File: src/rtl/brpc_defs.svh
// Offsets, field positions, reset values and timing counts of the receiver pin control
`ifndef BRPC_DEFS_SVH
`define BRPC_DEFS_SVH

// ****************************************
// Structure
// ****************************************
`define BRPC_NUM_CH 2
`define BRPC_NUM_SLOT 14
`define BRPC_BUF_DEPTH 2

// ****************************************
// Register map
// ****************************************
`define BRPC_CH_STRIDE 8'h10
`define BRPC_OFF_CLK_CTRL 8'h00
`define BRPC_OFF_CLK_ROUTE 8'h04
`define BRPC_OFF_LINE_MODE 8'h08
`define BRPC_OFF_LINE_IF 8'h0C
`define BRPC_OFF_STATUS 8'h20
`define BRPC_IDX_CLK_CTRL 2'h0
`define BRPC_IDX_CLK_ROUTE 2'h1
`define BRPC_IDX_LINE_MODE 2'h2
`define BRPC_IDX_LINE_IF 2'h3
`define BRPC_STATUS_CH_W 8

// ****************************************
// Fields and reset values
// ****************************************
`define BRPC_CLK_CTRL_W 7
`define BRPC_DEST_W 4
`define BRPC_MODE_W 2
`define BRPC_MODE_NRZ_BIT 1
`define BRPC_RST_CLK_CTRL 7'h00
`define BRPC_RST_DEST 4'h0
`define BRPC_RST_MODE 2'h0
`define BRPC_RST_PD 1'h0
`define BRPC_RESP_OKAY 2'h0
`define BRPC_RESP_SLVERR 2'h2

// ****************************************
// Timing
// ****************************************
`define BRPC_INT_MCLK_KHZ 204800
`define BRPC_MCLK_DIV 100
`define BRPC_XCVR_MCLK_KHZ (`BRPC_INT_MCLK_KHZ / `BRPC_MCLK_DIV)

`endif

File: src/rtl/brpc_pkg.sv
// Types of the receiver pin control
package brpc_pkg;

    // ****************************************
    // Control carriers
    // ****************************************
    typedef struct packed {
        logic rs_en;
        logic ro_inv;
        logic ro_src;
        logic ro_en;
        logic rc_inv;
        logic rc_en;
        logic mclk_sel;
    } brpc_clk_ctrl_t;

    typedef struct packed {
        brpc_clk_ctrl_t clk;
        logic [3:0] dest;
        logic [1:0] mode;
        logic pd;
    } brpc_chan_cfg_t;

    typedef struct packed {
        logic hit;
        logic status;
        logic ch;
        logic [1:0] idx;
    } brpc_dec_t;

    // ****************************************
    // Bus states
    // ****************************************
    typedef enum logic [1:0] {
        BRPC_ST_IDLE = 2'b01,
        BRPC_ST_RESP = 2'b10
    } brpc_bus_st_t;

endpackage : brpc_pkg

File: src/rtl/brpc_top.sv
// Two-channel receiver pin control with AXI4-Lite register slave
//
// The register offsets and the AXI4-Lite interface to the registers were left to the implementer.
`include "brpc_defs.svh"

// Contract
// - Default transceiver master clock is internal master clock divided by 100.
// - Source select 1 takes master clock from the external master clock pin.
// - Source select 0 ignores external pin; board ties it high or low.
// - Recovered clock enable drives the recovered clock on its output pin.
// - Recovered clock routes to one of fourteen input slots regardless of pin.
// - Disabled recovered clock pin drives the inversion bit level.
// - Multipurpose output driven when enabled, from frame or multiframe sync.
// - Disabled multipurpose output drives its inversion bit level.
// - Mode 0x outputs received stream as NRZ on serial data pin.
// - Serial data changes on the recovered clock edge picked by inversion bit.
// - Serial data driven only when enabled; low outside DS1/E1 modes.
// - Power-down stops receiving and puts line inputs in high impedance.
module brpc_top #(
    parameter int ADDR_W = 8,
    parameter int MCLK_DIV = `BRPC_MCLK_DIV,
    parameter int BUF_DEPTH = `BRPC_BUF_DEPTH
) (
    // Clock and reset
    input wire logic aclk,
    input wire logic aresetn,
    // AXI4-Lite write
    input wire logic [ADDR_W-1:0] awaddr,
    input wire logic awvalid,
    output logic awready,
    input wire logic [31:0] wdata,
    input wire logic [3:0] wstrb,
    input wire logic wvalid,
    output logic wready,
    output logic [1:0] bresp,
    output logic bvalid,
    input wire logic bready,
    // AXI4-Lite read
    input wire logic [ADDR_W-1:0] araddr,
    input wire logic arvalid,
    output logic arready,
    output logic [31:0] rdata,
    output logic [1:0] rresp,
    output logic rvalid,
    input wire logic rready,
    // Master clocks
    input wire logic int_master_tick,
    input wire logic [1:0] ext_master_clk_in,
    output logic [1:0] xcvr_mclk_tick,
    // Receiver side
    input wire logic [1:0] rec_clk_in,
    input wire logic [1:0] frame_sync_in,
    input wire logic [1:0] mframe_sync_in,
    input wire logic [1:0] rx_bit_in,
    input wire logic [1:0] rx_bit_valid,
    output wire logic [1:0] rx_bit_ready,
    input wire logic [1:0] rx_line_pos,
    input wire logic [1:0] rx_line_neg,
    // Board pins
    output logic [1:0] recovered_clk_out,
    output logic [1:0][`BRPC_NUM_SLOT-1:0] ic_slot_clk,
    output logic [1:0] rx_multipurpose_out,
    output logic [1:0] rx_serial_data_out,
    output logic [1:0] rx_line_hiz
);

    localparam int NUM_CH = `BRPC_NUM_CH;
    localparam int DIV_W = $clog2(MCLK_DIV);

    brpc_pkg::brpc_chan_cfg_t cfg_q [NUM_CH];
    brpc_pkg::brpc_chan_cfg_t cfg_d [NUM_CH];
    brpc_pkg::brpc_bus_st_t wst_q, wst_d, rst_q, rst_d;
    brpc_pkg::brpc_dec_t wdec, rdec;
    logic aw_got_q, aw_got_d, w_got_q, w_got_d;
    logic [ADDR_W-1:0] waddr_q, waddr_d;
    logic [31:0] wdat_q, wdat_d, rdata_d, status;
    logic [3:0] wstb_q, wstb_d;
    logic awready_d, wready_d, bvalid_d, arready_d, rvalid_d;
    logic [1:0] bresp_d, rresp_d;
    logic [DIV_W-1:0] div_cnt_q [NUM_CH];
    logic [DIV_W-1:0] div_cnt_d [NUM_CH];
    logic [1:0] div_hit, ext_rise, upd_edge, mode_ok, drain;
    logic [1:0] ext_prev_q, rc_prev_q, lp_q, ln_q, lp_d, ln_d;
    logic [1:0] mclk_d, rclk_d, mp_d, ser_d, hiz_d;
    logic [1:0][`BRPC_NUM_SLOT-1:0] slot_d;
    wire [1:0] buf_valid;
    wire [1:0] buf_data;

    // ****************************************
    // Decode and register access
    // ****************************************
    function automatic brpc_pkg::brpc_dec_t brpc_decode(input logic [ADDR_W-1:0] a);
        brpc_pkg::brpc_dec_t d;
        d = '0;
        if (a[1:0] == 2'h0 && a < ADDR_W'(`BRPC_OFF_STATUS))
        begin
            d.hit = 1'b1;
            d.ch = a[4];
            d.idx = a[3:2];
        end
        else if (a == ADDR_W'(`BRPC_OFF_STATUS))
        begin
            d.hit = 1'b1;
            d.status = 1'b1;
        end
        return d;
    endfunction : brpc_decode

    function automatic logic [31:0] brpc_reg_read(input brpc_pkg::brpc_chan_cfg_t c,
                                                  input logic [1:0] idx);
        logic [31:0] v;
        v = 32'h0000_0000;
        unique case (idx)
            `BRPC_IDX_CLK_CTRL: v[`BRPC_CLK_CTRL_W-1:0] = c.clk;
            `BRPC_IDX_CLK_ROUTE: v[`BRPC_DEST_W-1:0] = c.dest;
            `BRPC_IDX_LINE_MODE: v[`BRPC_MODE_W-1:0] = c.mode;
            `BRPC_IDX_LINE_IF: v[0] = c.pd;
        endcase
        return v;
    endfunction : brpc_reg_read

    function automatic brpc_pkg::brpc_chan_cfg_t brpc_reg_write(
        input brpc_pkg::brpc_chan_cfg_t c, input logic [1:0] idx, input logic [31:0] v);
        brpc_pkg::brpc_chan_cfg_t n;
        n = c;
        unique case (idx)
            `BRPC_IDX_CLK_CTRL: n.clk = v[`BRPC_CLK_CTRL_W-1:0];
            `BRPC_IDX_CLK_ROUTE: n.dest = v[`BRPC_DEST_W-1:0];
            `BRPC_IDX_LINE_MODE: n.mode = v[`BRPC_MODE_W-1:0];
            `BRPC_IDX_LINE_IF: n.pd = v[0];
        endcase
        return n;
    endfunction : brpc_reg_write

    function automatic logic [`BRPC_NUM_SLOT-1:0] brpc_slot_mask(input logic [3:0] dest,
                                                                 input logic clk);
        logic [`BRPC_NUM_SLOT-1:0] m;
        m = '0;
        for (int k = 0; k < `BRPC_NUM_SLOT; k++)
        begin
            m[k] = clk && (dest == 4'(k + 1));
        end
        return m;
    endfunction : brpc_slot_mask

    // ****************************************
    // Bus slave next state
    // ****************************************
    always_comb
    begin
        cfg_d = cfg_q;
        wst_d = wst_q;
        aw_got_d = aw_got_q;
        w_got_d = w_got_q;
        waddr_d = waddr_q;
        wdat_d = wdat_q;
        wstb_d = wstb_q;
        bvalid_d = bvalid;
        bresp_d = bresp;
        wdec = '0;
        unique case (wst_q)
            brpc_pkg::BRPC_ST_IDLE:
            begin
                if (awvalid && awready)
                begin
                    aw_got_d = 1'b1;
                    waddr_d = awaddr;
                end
                if (wvalid && wready)
                begin
                    w_got_d = 1'b1;
                    wdat_d = wdata;
                    wstb_d = wstrb;
                end
                if (aw_got_d && w_got_d)
                begin
                    wdec = brpc_decode(waddr_d);
                    if (wdec.hit && !wdec.status && wstb_d[0])
                    begin
                        cfg_d[wdec.ch] = brpc_reg_write(cfg_q[wdec.ch], wdec.idx, wdat_d);
                    end
                    bresp_d = wdec.hit ? `BRPC_RESP_OKAY : `BRPC_RESP_SLVERR;
                    bvalid_d = 1'b1;
                    aw_got_d = 1'b0;
                    w_got_d = 1'b0;
                    wst_d = brpc_pkg::BRPC_ST_RESP;
                end
            end
            brpc_pkg::BRPC_ST_RESP:
            begin
                if (bready)
                begin
                    bvalid_d = 1'b0;
                    wst_d = brpc_pkg::BRPC_ST_IDLE;
                end
            end
            default: wst_d = brpc_pkg::BRPC_ST_IDLE;
        endcase
        awready_d = (wst_d == brpc_pkg::BRPC_ST_IDLE) && !aw_got_d;
        wready_d = (wst_d == brpc_pkg::BRPC_ST_IDLE) && !w_got_d;

        status = 32'h0000_0000;
        for (int c = 0; c < NUM_CH; c++)
        begin
            status[c*`BRPC_STATUS_CH_W +: `BRPC_STATUS_CH_W] =
                {2'h0, rx_line_hiz[c], ln_q[c], lp_q[c], rx_bit_ready[c], buf_valid[c],
                 cfg_q[c].clk.mclk_sel};
        end
        rst_d = rst_q;
        rvalid_d = rvalid;
        rdata_d = rdata;
        rresp_d = rresp;
        rdec = brpc_decode(araddr);
        unique case (rst_q)
            brpc_pkg::BRPC_ST_IDLE:
            begin
                if (arvalid && arready)
                begin
                    rdata_d = !rdec.hit ? 32'h0000_0000 :
                              rdec.status ? status : brpc_reg_read(cfg_q[rdec.ch], rdec.idx);
                    rresp_d = rdec.hit ? `BRPC_RESP_OKAY : `BRPC_RESP_SLVERR;
                    rvalid_d = 1'b1;
                    rst_d = brpc_pkg::BRPC_ST_RESP;
                end
            end
            brpc_pkg::BRPC_ST_RESP:
            begin
                if (rready)
                begin
                    rvalid_d = 1'b0;
                    rst_d = brpc_pkg::BRPC_ST_IDLE;
                end
            end
            default: rst_d = brpc_pkg::BRPC_ST_IDLE;
        endcase
        arready_d = (rst_d == brpc_pkg::BRPC_ST_IDLE);
    end

    always_ff @(posedge aclk)
    begin
        if (!aresetn)
        begin
            for (int c = 0; c < NUM_CH; c++)
            begin
                cfg_q[c] <= {`BRPC_RST_CLK_CTRL, `BRPC_RST_DEST, `BRPC_RST_MODE, `BRPC_RST_PD};
            end
            wst_q <= brpc_pkg::BRPC_ST_IDLE;
            rst_q <= brpc_pkg::BRPC_ST_IDLE;
            aw_got_q <= 1'b0;
            w_got_q <= 1'b0;
            waddr_q <= '0;
            wdat_q <= 32'h0000_0000;
            wstb_q <= 4'h0;
            awready <= 1'b0;
            wready <= 1'b0;
            bvalid <= 1'b0;
            bresp <= `BRPC_RESP_OKAY;
            arready <= 1'b0;
            rvalid <= 1'b0;
            rdata <= 32'h0000_0000;
            rresp <= `BRPC_RESP_OKAY;
        end
        else
        begin
            cfg_q <= cfg_d;
            wst_q <= wst_d;
            rst_q <= rst_d;
            aw_got_q <= aw_got_d;
            w_got_q <= w_got_d;
            waddr_q <= waddr_d;
            wdat_q <= wdat_d;
            wstb_q <= wstb_d;
            awready <= awready_d;
            wready <= wready_d;
            bvalid <= bvalid_d;
            bresp <= bresp_d;
            arready <= arready_d;
            rvalid <= rvalid_d;
            rdata <= rdata_d;
            rresp <= rresp_d;
        end
    end

    // ****************************************
    // Payload buffers, one per channel
    // ****************************************
    for (genvar g = 0; g < NUM_CH; g++)
    begin : g_buf
        brpc_buf #(.W(1), .DEPTH(BUF_DEPTH)) u_buf (
            .aclk(aclk),
            .aresetn(aresetn),
            .in_valid(rx_bit_valid[g] && !cfg_q[g].pd),
            .in_data(rx_bit_in[g]),
            .in_ready(rx_bit_ready[g]),
            .out_valid(buf_valid[g]),
            .out_data(buf_data[g]),
            .out_ready(drain[g])
        );
    end

    // ****************************************
    // Channel pin logic next state
    // ****************************************
    always_comb
    begin
        for (int c = 0; c < NUM_CH; c++)
        begin
            div_hit[c] = int_master_tick && (div_cnt_q[c] == DIV_W'(MCLK_DIV - 1));
            div_cnt_d[c] = !int_master_tick ? div_cnt_q[c] :
                           div_hit[c] ? '0 : DIV_W'(div_cnt_q[c] + 1'b1);
            ext_rise[c] = ext_master_clk_in[c] && !ext_prev_q[c];
            mclk_d[c] = cfg_q[c].clk.mclk_sel ? ext_rise[c] : div_hit[c];
            upd_edge[c] = cfg_q[c].clk.rc_inv ? (!rec_clk_in[c] && rc_prev_q[c]) :
                                                (rec_clk_in[c] && !rc_prev_q[c]);
            mode_ok[c] = !cfg_q[c].mode[`BRPC_MODE_NRZ_BIT];
            drain[c] = upd_edge[c] && mode_ok[c] && !cfg_q[c].pd;
            rclk_d[c] = cfg_q[c].clk.rc_en ? rec_clk_in[c] : cfg_q[c].clk.rc_inv;
            slot_d[c] = cfg_q[c].pd ? '0 : brpc_slot_mask(cfg_q[c].dest, rec_clk_in[c]);
            mp_d[c] = !cfg_q[c].clk.ro_en ? cfg_q[c].clk.ro_inv :
                      cfg_q[c].clk.ro_src ? mframe_sync_in[c] : frame_sync_in[c];
            if (!mode_ok[c] || !cfg_q[c].clk.rs_en)
            begin
                ser_d[c] = 1'b0;
            end
            else if (drain[c] && buf_valid[c])
            begin
                ser_d[c] = buf_data[c];
            end
            else
            begin
                ser_d[c] = rx_serial_data_out[c];
            end
            hiz_d[c] = cfg_q[c].pd;
            lp_d[c] = rx_line_pos[c] && !cfg_q[c].pd;
            ln_d[c] = rx_line_neg[c] && !cfg_q[c].pd;
        end
    end

    always_ff @(posedge aclk)
    begin
        if (!aresetn)
        begin
            for (int c = 0; c < NUM_CH; c++)
            begin
                div_cnt_q[c] <= '0;
            end
            ext_prev_q <= 2'h0;
            rc_prev_q <= 2'h0;
            lp_q <= 2'h0;
            ln_q <= 2'h0;
            xcvr_mclk_tick <= 2'h0;
            recovered_clk_out <= 2'h0;
            ic_slot_clk <= '0;
            rx_multipurpose_out <= 2'h0;
            rx_serial_data_out <= 2'h0;
            rx_line_hiz <= 2'h0;
        end
        else
        begin
            div_cnt_q <= div_cnt_d;
            ext_prev_q <= ext_master_clk_in;
            rc_prev_q <= rec_clk_in;
            lp_q <= lp_d;
            ln_q <= ln_d;
            xcvr_mclk_tick <= mclk_d;
            recovered_clk_out <= rclk_d;
            ic_slot_clk <= slot_d;
            rx_multipurpose_out <= mp_d;
            rx_serial_data_out <= ser_d;
            rx_line_hiz <= hiz_d;
        end
    end
endmodule : brpc_top

File: src/rtl/brpc_buf.sv
// Small valid/ready buffer for received payload bits
`include "brpc_defs.svh"

module brpc_buf #(
    parameter int W = 1,
    parameter int DEPTH = `BRPC_BUF_DEPTH
) (
    // Clock and reset
    input wire logic aclk,
    input wire logic aresetn,
    // Fill side
    input wire logic in_valid,
    input wire logic [W-1:0] in_data,
    output logic in_ready,
    // Drain side
    output logic out_valid,
    output logic [W-1:0] out_data,
    input wire logic out_ready
);

    localparam int PW = (DEPTH > 1) ? $clog2(DEPTH) : 1;
    localparam int CW = $clog2(DEPTH + 1);

    logic [W-1:0] mem_q [DEPTH];
    logic [W-1:0] mem_d [DEPTH];
    logic [PW-1:0] wr_q, wr_d, rd_q, rd_d;
    logic [CW-1:0] cnt_q, cnt_d;
    logic ready_d;
    logic push, pop;

    function automatic logic [PW-1:0] brpc_nxt(input logic [PW-1:0] p);
        return (p == PW'(DEPTH - 1)) ? '0 : PW'(p + 1'b1);
    endfunction : brpc_nxt

    // ****************************************
    // Next state
    // ****************************************
    always_comb
    begin
        mem_d = mem_q;
        push = in_valid && in_ready;
        pop = out_valid && out_ready;
        if (push)
        begin
            mem_d[wr_q] = in_data;
        end
        wr_d = push ? brpc_nxt(wr_q) : wr_q;
        rd_d = pop ? brpc_nxt(rd_q) : rd_q;
        cnt_d = cnt_q;
        if (push && !pop)
        begin
            cnt_d = CW'(cnt_q + 1'b1);
        end
        else if (pop && !push)
        begin
            cnt_d = CW'(cnt_q - 1'b1);
        end
        ready_d = (cnt_d != CW'(DEPTH));
    end

    assign out_valid = (cnt_q != '0);
    assign out_data = mem_q[rd_q];

    // ****************************************
    // Registers
    // ****************************************
    always_ff @(posedge aclk)
    begin
        if (!aresetn)
        begin
            wr_q <= '0;
            rd_q <= '0;
            cnt_q <= '0;
            in_ready <= 1'b0;
        end
        else
        begin
            wr_q <= wr_d;
            rd_q <= rd_d;
            cnt_q <= cnt_d;
            in_ready <= ready_d;
        end
    end

    always_ff @(posedge aclk)
    begin
        mem_q <= mem_d;
    end

endmodule : brpc_buf

File: config.mk
export PLATFORM = sky130hd
export DESIGN_NAME = brpc_top
export DESIGN_NICKNAME = d
export VERILOG_FILES = /design/src/rtl/brpc_pkg.sv /design/src/rtl/brpc_top.sv /design/src/rtl/brpc_buf.sv
export VERILOG_INCLUDE_DIRS = /design/src /design/src/rtl
export SDC_FILE = /design/constraint.sdc
export NUM_CORES = 1
export LEC_CHECK = 0
export BUFFER_PORTS_ARGS = -buffer_cell sky130_fd_sc_hd__buf_2
export CAP_MARGIN = 20
export CORE_MARGIN = 5
export CORE_UTILIZATION = 54
export DETAILED_ROUTE_END_ITERATION = 10
export PLACE_DENSITY = 0.91
export SETUP_SLACK_MARGIN = 0.4
export SKIP_LAST_GASP = 1
export SLEW_MARGIN = 25
export SYNTH_ARGS = -nofsm -noshare
export SYNTH_HDL_FRONTEND = slang
export SYNTH_SLANG_ARGS = --single-unit
File: constraint.sdc
create_clock -name aclk -period 2.7 [get_ports aclk]
set_input_delay 0.135 -clock aclk [delete_from_list [all_inputs] [get_ports aclk]]
set_output_delay 0.135 -clock aclk [all_outputs]
set_load 0.1 [all_outputs]
==> metrics.md <==
| Metric | Value |
|---|---|
| Die height | between 100 and 150 µm |
| Vias/cell | ~6 |
| Pre-CTS WS | between 0.6 and 0.7 ns |
| Setup tns final | 0 ns |
| # resized after CTS | 0 |
| Final Cycle Share | ~80% |
| Reg2Reg Launch Point | awready |
| Max cap viols | 0 |
| Hold path start | bready |
| FF+latch count, synth | 144 |
| Port Buf Inserts | 107 |
| Hpwl dp | between 10,000 and 15,000 µm |
| R2R setup slack | between 0.5 and 0.6 ns |
| GRT Residual Overflow | 0 |
| Ys async rst share | 0% |
| Leakage | about 3.4 nW |
| Req. time, crit path | 3.01 ns |
| Crit end category | flip-flop |
| Layout cells sized above 1 | a little over a fifth |
| CTS tree | yes |
| Placer Congestion | between 0.9 and 1 |
| CP max FO | 9 |
| Fin crit period | 2.168 ns |
| Die area | roughly 14,000 µm² |
| Overall Power | a little under 7 mW |
| Worst slew margin | between 50 and 60% |
| Setup crit start kind | input pin |
| Antenna cell count | 0 |
| Crit-path cells | dlygate4sd3_1 -> buf_2 -> nor4_4 -> a22o_1 -> and4_1 -> buf_4 -> mux2i_1 -> a41o_1 |
| Pin count of the biggest net entering global routing | 23 |
| DR pass1 iterations | 7 |
| Clock slew at reported path FFs | 0.06 ns |
| # IOs | 157 |
| Clock power share | between 30% and 40% |
| Seq pwr share | between 30% and 40% |
| CORE AREA | approximately 12,000 µm² |
| Min-delay worst type | in2reg |
| Number of synthesized flops with an enable pin | 4 |
| R2R cell count | 6 |
| Synth Instances | 734 |
| Clock Latency Late Sink | roughly 0.42 ns |
| Unrepaired setup endpoints after global routing | false |
| Clock Sinks | 144 |
| Root Driver | clkbuf_16 |
| Worst-margin pin slew | 0.7073 ns |
| Top-area cell type share of the netlist area | between 40% and 50% |
| FF-to-FF End | cfg_q[0] |
| Synth-to-Final Area Change | 20.80% |
| Post-Route WL | 16,980 µm |
| Final setup fails | 0 |
| Worst hold endpoint | bvalid |
| Largest cells by area after synthesis | dfxtp_1, mux2i_1, nor2_1 |
| Synth Flop Type | dfxtp_1 |
| Synthesized cell area | approximately 6600 µm² |
| Clk_skew | about 0.007 ns |
| Post-layout nets | 940 |
| Syn_area_per_cell | about 8.9 µm² |
| Residual DRC | 0 |
| Total CTS buffers | 17 |
| GRT Total Usage | 23.54% |
| Syn. warnings | 0 |
| CP Class | in2reg |
| Iter 0 DRT Violations | roughly 540 |
| Row count | 40 |
| Initial cell density of the core | between 50% and 60% |
| Final hold viol count | 0 |
| Share of the yosys chip area belonging to registers | 44.53% |
| Synth area leader | dfxtp_1 |
| Setup ws final | between 0.5 and 0.6 ns |
| Final instance area | slightly below 8000 µm² |
| Status | completed |
| Via count | approximately 6.0k |
| Switch share | between 30 and 40% |
| CTS Buffer Depth | 2 |
| WL/cell | 16.73 µm |
| CP max stage cell | dlygate4sd3_1 |
| Crit-path max cell delay | roughly 0.53 ns |
| Post-DRT Antenna Nets | 0 |
| Area post-placement | roughly 7000 µm² |
| Fmax | about 460 MHz |
| H-tree levels | 4 |
| Worst Hold Path Cells | 4 |
| Vias in the first global route | 5,631 |
| Max-slew violations | 0 |
| Worst Path Arrival | about 2.5 ns |
| Source of the critical timing path | awaddr[0] |
| Max VDD drop | around 830 µV |
| Netlist cell types | 67 |
| Int Pwr | ~4.4 mW |
| Sw Pwr | ~2.5 mW |
| Post-CTS Setup Repair Bufs | 0 |
| Combinational fraction of design power | about 30% |
| Initial antenna violation count | 0 |
| Die W | roughly 120 µm |
| Global-route wire length before repair | around 27,000 µm |
| P per Cell Area | a little under 900 nW/µm² |
==> placed cells by master, fill, tap and decap left out, types with 15 or more instances in the layout <==
cell,netlist,routed
a21oi_1,44,44
buf_2,5,107
clkbuf_16,0,18
conb_1,1,21
dfxtp_1,140,138
dlygate4sd3_1,0,20
inv_1,22,22
mux2i_1,39,39
nand2_1,71,71
nand3_1,29,29
nand4_1,16,16
nor2_1,85,85
nor3_1,21,21
o21ai_0,15,15
==> routing by layer <==
layer / vias to the layer above / global-route usage [%] / share of wire, %
li1: 2813 / - / -
met4: 0 / 13.03 / 4.3
met5: - / 0 / 0
met3: 82 / 7.343 / 10
met2: 332 / 37.34 / 46
met1: 2747 / 28.47 / 40
==> worst max-delay path: cells and delay by family <==
kind                   cells  cell delay [ns]
buffers and inverters      3             0.91
and+or+nand+nor            2             0.85
AOI/OAI and AO/OA          2             0.50
muxes                      1             0.08
==> metrics by stage <==
step	hold slack (ns)	cells	util [%]
finish	0.02257	1015	66.29
global route	0.05661	1015	66.29
CTS	0.006101	1015	66.29
detailed placement	0.3410	964	59.70
global placement	0.3304	964	59.70
floorplan	0.2339	754	-
==> cell type report <==
class | count | area, µm²
timing repair buffer | 141 | 840.8
clock buffer | 19 | 454.2
fill | 883 | 4033
inverter | 23 | 86.33
multi-input combinational | 529 | 3304
sequential | 144 | 2925
tap | 147 | 183.9
clock inverter | 12 | 133.9
==> sequential cells by signal, summed over array words and instances, names as in the netlist, 4 cells and up <==
signal             flops
div_cnt_q             14
ic_slot_clk           28
cfg_q                 28
rdata                 13
wdat_q                 7
waddr_q                8
g_buf.u_buf.mem_q      4
g_buf.u_buf.cnt_q      4
==> power by group through the flow <==
stage	clock network (mW)	logic, mW	registers (mW)
after floorplan	0	1.37	2.81
after global placement	0	1.94	2.54
after detailed placement	0	1.99	2.55
after CTS	2.34	2.04	2.50
after global routing	2.45	2.21	2.53
final	2.33	2.06	2.51
==> cell families after synthesis <==
group / share of synthesized area, %
adder cells (fa/ha/maj): 1.525
AND/OR/NAND/NOR: 22.74
buffers and inverters: 6.271
XOR/XNOR: 2.135
AO/OA/AOI/OAI: 14.56
multiplexers: 8.178
flip-flops: 44.53
other: 0.05713
==> timing repair <==
action,in CTS,in global routing
endpoints found under the setup margin,0,0
endpoints found under the hold margin,23,0
hold buffers,20,0
==> worst max path at each step <==
stage,endpoint,slack [ns]
finish,cfg_q[14],0.53
detailed placement,cfg_q[0],0.61
global placement,cfg_q[0],0.67
floorplan,cfg_q[21],0.49
CTS,cfg_q[14],0.58
global route,cfg_q[24],0.43
==> Yosys cell counts, types with 10 or more instances <==
master,n
a21oi_1,44
buf_4,25
inv_1,22
mux2_2,11
nand3_1,29
dfxtp_1,140
nand4_1,16
a211oi_1,10
nor2_1,85
nand2_1,71
o22ai_1,14
nand2b_1,13
nor3_1,21
o21ai_0,15
clkbuf_1,24
mux2i_1,39
Note: power is estimated with default switching activity, not from simulation.
